**src/rxs_pkg.sv**
```systemverilog
// package: register map, field layout and codes for the rx sense block
package rxs_pkg;
  // apb geometry: printed offsets are word indices, byte addr = 4 * index
  localparam int unsigned ADDR_W = 8;
  localparam int unsigned IDX_W = 6;
  localparam int unsigned ADDR_LSB = 2;
  localparam logic [1:0] ADDR_ALIGN = 2'h0;
  localparam int unsigned DATA_W = 32;
  localparam int unsigned REG_W = 8;

  // register indices
  localparam logic [IDX_W-1:0] IDX_RX_SENSE_CFG_CH7_8 = 6'h0b;
  localparam logic [IDX_W-1:0] IDX_RX_LEVEL_CH1_2 = 6'h0c;
  localparam logic [IDX_W-1:0] IDX_RX_LEVEL_CH3_4 = 6'h0d;
  localparam logic [IDX_W-1:0] IDX_RX_LEVEL_CH5_6 = 6'h0e;
  localparam logic [IDX_W-1:0] IDX_RX_SENSE_CFG_CH15_16 = 6'h2b;
  localparam logic [IDX_W-1:0] IDX_RX_LEVEL_CH9_10 = 6'h2c;
  localparam logic [IDX_W-1:0] IDX_RX_LEVEL_CH11_12 = 6'h2d;

  // reset values
  localparam logic [REG_W-1:0] CFG_RST = 8'h00;
  localparam logic [REG_W-1:0] LEVEL_RST = 8'h00;

  // config byte layout: even channel high nibble, odd channel low nibble
  localparam int unsigned EVEN_TR_BIT = 7;
  localparam int unsigned EVEN_SEL_LSB = 4;
  localparam int unsigned ODD_TR_BIT = 3;
  localparam int unsigned ODD_SEL_LSB = 0;
  localparam int unsigned SEL_W = 3;

  // level byte layout: higher channel bits 7:4, lower channel bits 3:0
  localparam int unsigned LVL_W = 4;
  localparam int unsigned LVL_HI_LSB = 4;
  localparam int unsigned LVL_LO_LSB = 0;
  localparam logic [LVL_W-1:0] LVL_RST = 4'h0;

  // sensitivity / monitor select codes
  localparam logic [SEL_W-1:0] SEL_SENS_12DB = 3'h0;
  localparam logic [SEL_W-1:0] SEL_SENS_18DB = 3'h1;
  localparam logic [SEL_W-1:0] SEL_MON_14DB = 3'h4;
  localparam logic [SEL_W-1:0] SEL_MON_20DB = 3'h5;

  // register and channel counts
  localparam int unsigned N_CFG_REG = 2;
  localparam int unsigned N_CFG_CH = 4;
  localparam int unsigned N_LVL_REG = 5;
  localparam int unsigned N_LVL_CH = 10;
endpackage : rxs_pkg

```
**src/rxs_cfg_if.sv**
```systemverilog
// interface: one channel's raw config fields and decoded receiver controls
`timescale 1ns/10ps
interface rxs_cfg_if;
  logic turns_ratio;
  logic [rxs_pkg::SEL_W-1:0] sens_sel;
  logic ratio_1to1;
  logic monitor_en;
  logic sens_18db;
  logic gain_20db;
  logic sel_undef;

  modport cfg (
    output turns_ratio,
    output sens_sel,
    input ratio_1to1,
    input monitor_en,
    input sens_18db,
    input gain_20db,
    input sel_undef
  );

  modport dec (
    input turns_ratio,
    input sens_sel,
    output ratio_1to1,
    output monitor_en,
    output sens_18db,
    output gain_20db,
    output sel_undef
  );
endinterface : rxs_cfg_if

```
**src/rxs_chan_dec.sv**
```systemverilog
// module: registered decode of one channel's turns ratio and select code
`timescale 1ns/10ps
module rxs_chan_dec (
  input wire logic pclk,
  input wire logic presetn,
  rxs_cfg_if.dec ch
);
  logic ratio_1to1;
  logic monitor_en;
  logic sens_18db;
  logic gain_20db;
  logic sel_undef;
  logic next_ratio_1to1;
  logic next_monitor_en;
  logic next_sens_18db;
  logic next_gain_20db;
  logic next_sel_undef;

  // decode select; undefined codes fall back to the 12 db setting
  always_comb
  begin
    next_ratio_1to1 = ch.turns_ratio;
    next_monitor_en = 1'b0;
    next_sens_18db = 1'b0;
    next_gain_20db = 1'b0;
    next_sel_undef = 1'b0;
    case (ch.sens_sel)
      rxs_pkg::SEL_SENS_12DB: next_sens_18db = 1'b0;
      rxs_pkg::SEL_SENS_18DB: next_sens_18db = 1'b1;
      rxs_pkg::SEL_MON_14DB: next_monitor_en = 1'b1;
      rxs_pkg::SEL_MON_20DB:
      begin
        next_monitor_en = 1'b1;
        next_gain_20db = 1'b1;
      end
      default: next_sel_undef = 1'b1;
    endcase
  end

  // register the controls so the analog side sees glitch-free levels
  always_ff @(posedge pclk or negedge presetn)
  begin
    if (!presetn)
    begin
      ratio_1to1 <= 1'b0;
      monitor_en <= 1'b0;
      sens_18db <= 1'b0;
      gain_20db <= 1'b0;
      sel_undef <= 1'b0;
    end
    else
    begin
      ratio_1to1 <= next_ratio_1to1;
      monitor_en <= next_monitor_en;
      sens_18db <= next_sens_18db;
      gain_20db <= next_gain_20db;
      sel_undef <= next_sel_undef;
    end
  end

  assign ch.ratio_1to1 = ratio_1to1;
  assign ch.monitor_en = monitor_en;
  assign ch.sens_18db = sens_18db;
  assign ch.gain_20db = gain_20db;
  assign ch.sel_undef = sel_undef;
endmodule : rxs_chan_dec

```
**src/rxs_regs.sv**
```systemverilog
// module: apb register bank for receive sensitivity config and level status
//
// Added by the designer: register access over APB.
`timescale 1ns/10ps
module rxs_regs (
  input wire logic pclk,
  input wire logic presetn,
  input wire logic psel,
  input wire logic penable,
  input wire logic pwrite,
  input wire logic [rxs_pkg::ADDR_W-1:0] paddr,
  input wire logic [rxs_pkg::DATA_W-1:0] pwdata,
  input wire logic [3:0] pstrb,
  output logic [rxs_pkg::DATA_W-1:0] prdata,
  output logic pready,
  output logic pslverr,
  input wire logic [rxs_pkg::N_LVL_CH-1:0][rxs_pkg::LVL_W-1:0] rx_level_code,
  output logic [rxs_pkg::N_CFG_CH-1:0] rx_ratio_1to1,
  output logic [rxs_pkg::N_CFG_CH-1:0] rx_monitor_en,
  output logic [rxs_pkg::N_CFG_CH-1:0] rx_sens_18db,
  output logic [rxs_pkg::N_CFG_CH-1:0] rx_gain_20db,
  output logic [rxs_pkg::N_CFG_CH-1:0] rx_sel_undef
);
  // config bytes: 0 serves channels 7/8, 1 serves channels 15/16
  logic [rxs_pkg::N_CFG_REG-1:0][rxs_pkg::REG_W-1:0] cfg;
  logic [rxs_pkg::N_CFG_REG-1:0][rxs_pkg::REG_W-1:0] next_cfg;
  logic [rxs_pkg::DATA_W-1:0] next_prdata;
  logic next_pslverr;

  // level codes: index 0..5 are channels 1..6, 6..9 are channels 9..12
  logic [rxs_pkg::N_LVL_CH-1:0][rxs_pkg::LVL_W-1:0] lvl_sync1;
  logic [rxs_pkg::N_LVL_CH-1:0][rxs_pkg::LVL_W-1:0] lvl_sync2;
  logic [rxs_pkg::N_LVL_CH-1:0][rxs_pkg::LVL_W-1:0] lvl_sync3;
  logic [rxs_pkg::N_LVL_CH-1:0][rxs_pkg::LVL_W-1:0] level;
  logic [rxs_pkg::N_LVL_CH-1:0][rxs_pkg::LVL_W-1:0] next_level;
  logic [rxs_pkg::N_LVL_REG-1:0][rxs_pkg::REG_W-1:0] lvl_byte;

  logic [rxs_pkg::IDX_W-1:0] idx;
  logic aligned;
  logic setup;
  logic access;

  assign idx = paddr[rxs_pkg::ADDR_W-1:rxs_pkg::ADDR_LSB];
  assign aligned = (paddr[rxs_pkg::ADDR_LSB-1:0] == rxs_pkg::ADDR_ALIGN);
  assign setup = psel && !penable;
  assign access = psel && penable;

  // zero wait states: reply data is prepared in the setup cycle
  assign pready = 1'b1;

  // pair channels into status bytes, higher channel in the high nibble
  genvar g;
  generate
    for (g = 0; g < rxs_pkg::N_LVL_REG; g++)
    begin : g_lvl_byte
      assign lvl_byte[g] = {level[2*g+1], level[2*g]};
    end
  endgenerate

  // read decode acts on the setup cycle so the access phase only has to
  // present registered data; writes wait for the completing access edge
  always_comb
  begin
    next_cfg = cfg;
    next_prdata = prdata;
    next_pslverr = pslverr;
    if (setup)
    begin
      next_prdata = '0;
      next_pslverr = 1'b0;
      if (!aligned)
      begin
        next_pslverr = 1'b1;
      end
      else
      begin
        case (idx)
          rxs_pkg::IDX_RX_SENSE_CFG_CH7_8:
            next_prdata[rxs_pkg::REG_W-1:0] = cfg[0];
          rxs_pkg::IDX_RX_SENSE_CFG_CH15_16:
            next_prdata[rxs_pkg::REG_W-1:0] = cfg[1];
          // status bytes: a write completes but changes nothing
          rxs_pkg::IDX_RX_LEVEL_CH1_2:
            next_prdata[rxs_pkg::REG_W-1:0] = lvl_byte[0];
          rxs_pkg::IDX_RX_LEVEL_CH3_4:
            next_prdata[rxs_pkg::REG_W-1:0] = lvl_byte[1];
          rxs_pkg::IDX_RX_LEVEL_CH5_6:
            next_prdata[rxs_pkg::REG_W-1:0] = lvl_byte[2];
          rxs_pkg::IDX_RX_LEVEL_CH9_10:
            next_prdata[rxs_pkg::REG_W-1:0] = lvl_byte[3];
          rxs_pkg::IDX_RX_LEVEL_CH11_12:
            next_prdata[rxs_pkg::REG_W-1:0] = lvl_byte[4];
          default: next_pslverr = 1'b1;
        endcase
      end
      if (!pwrite)
      begin
        // a failing read returns zero rather than stale data
        next_prdata = next_pslverr ? '0 : next_prdata;
      end
      else
      begin
        next_prdata = '0;
      end
    end
    // a write lands only on the access edge that completes the transfer,
    // so a setup cycle alone never disturbs the receiver controls
    if (access && pready && pwrite && aligned && pstrb[0])
    begin
      if (idx == rxs_pkg::IDX_RX_SENSE_CFG_CH7_8)
      begin
        next_cfg[0] = pwdata[rxs_pkg::REG_W-1:0];
      end
      if (idx == rxs_pkg::IDX_RX_SENSE_CFG_CH15_16)
      begin
        next_cfg[1] = pwdata[rxs_pkg::REG_W-1:0];
      end
    end
  end

  // bus-side state
  always_ff @(posedge pclk or negedge presetn)
  begin
    if (!presetn)
    begin
      cfg <= {rxs_pkg::N_CFG_REG{rxs_pkg::CFG_RST}};
      prdata <= '0;
      pslverr <= 1'b0;
    end
    else
    begin
      cfg <= next_cfg;
      prdata <= next_prdata;
      pslverr <= next_pslverr;
    end
  end

  // level capture: the measurement circuit is asynchronous to pclk, so
  // each code is synchronised, and a code is only taken once it has been
  // seen twice in a row; a multi-bit change that skews across the two
  // flops therefore never lands in the status byte as a false band
  always_comb
  begin
    next_level = level;
    for (int i = 0; i < rxs_pkg::N_LVL_CH; i++)
    begin
      if (lvl_sync2[i] == lvl_sync3[i])
      begin
        next_level[i] = lvl_sync2[i];
      end
    end
  end

  // level synchronisers and status registers
  always_ff @(posedge pclk or negedge presetn)
  begin
    if (!presetn)
    begin
      lvl_sync1 <= {rxs_pkg::N_LVL_CH{rxs_pkg::LVL_RST}};
      lvl_sync2 <= {rxs_pkg::N_LVL_CH{rxs_pkg::LVL_RST}};
      lvl_sync3 <= {rxs_pkg::N_LVL_CH{rxs_pkg::LVL_RST}};
      level <= {rxs_pkg::N_LVL_CH{rxs_pkg::LVL_RST}};
    end
    else
    begin
      lvl_sync1 <= rx_level_code;
      lvl_sync2 <= lvl_sync1;
      lvl_sync3 <= lvl_sync2;
      level <= next_level;
    end
  end

  // per-channel decode: even channel from the high nibble, odd from the
  // low nibble; order of the outputs is ch7, ch8, ch15, ch16
  generate
    for (g = 0; g < rxs_pkg::N_CFG_CH; g++)
    begin : g_dec
      rxs_cfg_if ch_if ();

      if (g % 2 == 0)
      begin : g_odd
        assign ch_if.turns_ratio =
          cfg[g/2][rxs_pkg::ODD_TR_BIT];
        assign ch_if.sens_sel =
          cfg[g/2][rxs_pkg::ODD_SEL_LSB +: rxs_pkg::SEL_W];
      end
      else
      begin : g_even
        assign ch_if.turns_ratio =
          cfg[g/2][rxs_pkg::EVEN_TR_BIT];
        assign ch_if.sens_sel =
          cfg[g/2][rxs_pkg::EVEN_SEL_LSB +: rxs_pkg::SEL_W];
      end

      rxs_chan_dec u_dec (
        .pclk(pclk),
        .presetn(presetn),
        .ch(ch_if.dec)
      );

      // decoded controls leave the block straight from the decoder flops
      assign rx_ratio_1to1[g] = ch_if.ratio_1to1;
      assign rx_monitor_en[g] = ch_if.monitor_en;
      assign rx_sens_18db[g] = ch_if.sens_18db;
      assign rx_gain_20db[g] = ch_if.gain_20db;
      assign rx_sel_undef[g] = ch_if.sel_undef;
    end
  endgenerate
endmodule : rxs_regs

```
**config.mk**
```make
export PLATFORM = sky130hd
export DESIGN_NAME = rxs_regs
export DESIGN_NICKNAME = d
export VERILOG_FILES = /design/src/rxs_pkg.sv /design/src/rxs_cfg_if.sv /design/src/rxs_chan_dec.sv /design/src/rxs_regs.sv
export SDC_FILE = /design/constraint.sdc
export NUM_CORES = 1
export LEC_CHECK = 0
export BUFFER_PORTS_ARGS = -buffer_cell sky130_fd_sc_hd__buf_2
export CAP_MARGIN = 30
export CORE_AREA = 5 5 100 196
export CTS_BUF_LIST = sky130_fd_sc_hd__clkbuf_4
export CTS_CLUSTER_DIAMETER = 80
export CTS_CLUSTER_SIZE = 8
export DETAILED_ROUTE_END_ITERATION = 10
export DIE_AREA = 0 0 105 201
export PLACE_DENSITY_LB_ADDON = 0.08
export SLEW_MARGIN = 10
export SYNTH_ARGS = -nofsm -noshare
export SYNTH_HDL_FRONTEND = slang
export SYNTH_SLANG_ARGS = --single-unit
```
**constraint.sdc**
```tcl
create_clock -name pclk -period 2.62 [get_ports pclk]
set_clock_uncertainty 0.1 [all_clocks]
set_input_delay 0.524 -clock pclk [delete_from_list [all_inputs] [get_ports pclk]]
set_output_delay 0.524 -clock pclk [all_outputs]
set_load 0.02 [all_outputs]
```
==> flow_summary.ini <==
[outcome]
outcome = complete, no violations

[sta]
tightest_slew_ps = 826
hold_violations = 0
fin_crit_sh_pct = 73.2
setup_viol = 0
slew_headroom_pct = 44.4
fin_tns_setup_ps = 0
rsz0062_at_grt = false
fmax_mhz = 521
final_max_slew_viol_count = 0
period_minus_slack_ps = 1920

[setup_path]
cp.required_ps = 3060
r2r-start = lvl_sync2[5]$_DFF_PN0_
cp-startpoint = lvl_sync2[5]$_DFF_PN0_
crit_type = flop to flop
critPathArrivalTime_ps = 2360
critPathLaunchType = flop
crit_path_end_kind = flop
critPathMaxFanout = 4

[die]
io_pins = 143
design.core.area_sq_um = 18000
rows = 70
initial_core_util_pct = 40.7
die_y_microns = 201
die-area_sq_um = 21100
fp.dieW_microns = 105

[route]
wl_per_cell_microns = 15.0
routed_wirelength_microns = 12400
viasPerCell = 4.59
dr.pass1.iters = 4
drc = 0
first_iter_violations = 82
via_count = 3795
postRouteAntennaNets = 0

[yosys]
syn-cell-area_sq_um = 7350
ys_warn_count = 0
synth_top_area_share_pct = 69.8
yosysTopAreaCell = dfrtp_1
ys_ff_latch = 205
synth.avg_cell_area_sq_um = 15.9
syn_inst = 462
synth.area.top_cells = dfrtp_1 (70%), mux2_2 (7.4%), xor2_1 (4.8%), buf_4 (4.6%), mux2i_1 (3.3%)
synth_cell_types = 32
yosysSeqAreaShare_pct = 69.8

[power]
p_leak_uw = 0.00412
p_per_area_nw_per_um2 = 680
vdd_drop_max_v = 0.000323

[final_layout]
area_growth_syn_to_layout_pct = 16.9
postLayoutCoreUtil_pct = 47.6
fillerInstances = 1645
drive_gt1_share_pct = 32.2
finalNetCount = 698

[run]
cap_violations = 0

[global_routing]
grt_max_degree = 63
grt_pass1_vias = 3986
grt_util_all_layers_pct = 11.8
overflow = 0
grt_pass1_wl_microns = 20700
antenna_found_initial = 1

[worst_hold_path]
hp-class = input port to flop
holdCritStartpoint = paddr[6]

[clock_network]
path_clk_slew_ps = 90
numCtsBuffers = 29
cts_buffer_depth = 3
post_cts.repair.setup_buffers = 0
root_buffer = clkbuf_4
clk_latency_ps = 640
cts.sinks = 205
cts_tree = yes
h-tree-depth = 1

[place]
post-dp-hpwl_microns = 8440
place_congestion = 0.714
io_buffers = 90
## report_power, final
group	internal, uW	switching, uW	total [uW]	leakage (uW)
Combinational	386	287	674	0.00148
Sequential	3510	184	3690	0.00250
Clock	512	971	1480	0.000142
Total	4410	1440	5850	0.00412
## cell families (layout without fill, tap and decap cells)
kind of cell	after synthesis	count (layout)	share of synthesized area, %
flops	205	205	69.8
mux	80	80	12.3
buf+inv	60	184	5.67
xor+xnor	40	40	4.77
simple gates	40	40	3.93
compound gates	35	35	3.51
other cells	2	26	0.102
## Yosys cell counts
cell,instances
and3b_1,4
and2_4,1
or3b_1,1
nor3b_1,4
nor4_1,11
mux2_4,8
mux2_2,48
o2bb2ai_1,8
nor2b_1,5
mux2i_1,24
or2_2,1
nand2b_1,3
o22a_1,8
a22oi_1,8
buf_1,3
dfrtp_1,205
buf_4,45
inv_1,1
or3b_2,1
o21ai_0,10
buf_6,3
xor2_1,40
nor4_4,1
o211ai_1,1
or4_4,1
nand4_1,1
or3_1,2
conb_1,2
nor2_1,1
or4b_2,1
clkbuf_1,8
nand2_1,2
## sequential cells by signal, indices dropped and copies added (netlist names)
register                   flops
cfg                           16
lvl_sync2                     40
g_dec.u_dec.ch.sel_undef       4
prdata                         8
g_dec.u_dec.ch.gain_20db       4
lvl_sync3                     40
pslverr                        1
g_dec.u_dec.ch.ratio_1to1      4
g_dec.u_dec.ch.sens_18db       4
level                         40
g_dec.u_dec.ch.monitor_en      4
lvl_sync1                     40
## worst max-delay path, stage by stage, from the launching register on
cell and delay, ps:
dfrtp_1 410, xor2_1 150, nor4_1 730, mux2_2 410
## timing repair
| action | 4_1_cts | 5_1_grt |
|---|---|---|
| gates resized for setup | 0 | 0 |
| setup endpoints to repair | 0 | 0 |
| endpoints found under the hold margin | 110 | 2 |
| hold buffers | 48 | 1 |
## per-layer routing
| layer | GRT usage, % | wire, microns |
|---|---|---|
| met5 | 0 | 0 |
| met4 | 4.21 | 285 |
| met2 | 18.4 | 6030 |
| met3 | 3.48 | 858 |
| met1 | 15.8 | 5230 |
## per-stage QoR
| stage | cell area (sq um) | hold slack [ps] | worst slack [ps] | cells | power (uW) |
|---|---|---|---|---|---|
| global route | 8600 | 137 | 591 | 826 | 6240 |
| CTS | 8580 | 0.394 | 679 | 824 | 6000 |
| global placement | 7880 | 232 | 236 | 745 | 4380 |
| finish | 8600 | 200 | 702 | 826 | 5850 |
| floorplan | 7440 | 128 | 171 | 485 | 4160 |
| detailed placement | 7880 | 235 | 207 | 745 | 4400 |
## worst paths after layout
| path | endpoint | slack, ps | depth (start not counted) |
|---|---|---|---|
| worst max-delay path | level[4]$_DFFE_PN0N_ | 700 | 3 |
| worst min-delay path | pslverr$_DFFE_PN0P_ | 200 | 4 |
| worst max register to register | level[4]$_DFFE_PN0N_ | 700 | 3 |
| worst min register to register | lvl_sync2[17]$_DFF_PN0_ | 240 | 0 |
| max in group asynchronous | lvl_sync3[32]$_DFF_PN0_ | 1410 | 3 |
| min in group asynchronous | level[6]$_DFFE_PN0N_ | 300 | 2 |
## placed cells by master, fill, tap and decap left out
cell type,n
or3b_1,1
o211ai_1,1
or3b_2,1
nand4_1,1
mux2_2,48
xor2_1,40
o21ai_0,10
nor2_1,1
nor4_4,1
dfrtp_1,205
and2_4,1
conb_1,25
buf_4,11
buf_12,2
clkbuf_4,29
o22a_1,8
nand2b_1,3
inv_2,1
mux2i_1,24
nor4_1,11
nor2b_1,5
mux2_4,8
or4b_2,1
or3_1,2
dlygate4sd3_1,49
or4_4,1
nor3b_1,4
clkbuf_8,1
nand2_1,2
clkinv_2,1
buf_2,89
diode_2,1
inv_1,1
and3b_1,4
a22oi_1,8
or2_2,1
o2bb2ai_1,8
## cell type report
cell class	instances	area [sq um]	area share, %
clock inverters	2	8.76	0.102
diodes	1	2.50	0.0291
repair buffers	152	1070	12.5
well taps	216	270	3.14
flip-flops and latches	205	5130	59.7
inverters	1	3.75	0.0437
multi-input cells	220	1890	22.0
clock buffers	29	218	2.53
(Power assumes the default switching activity.)
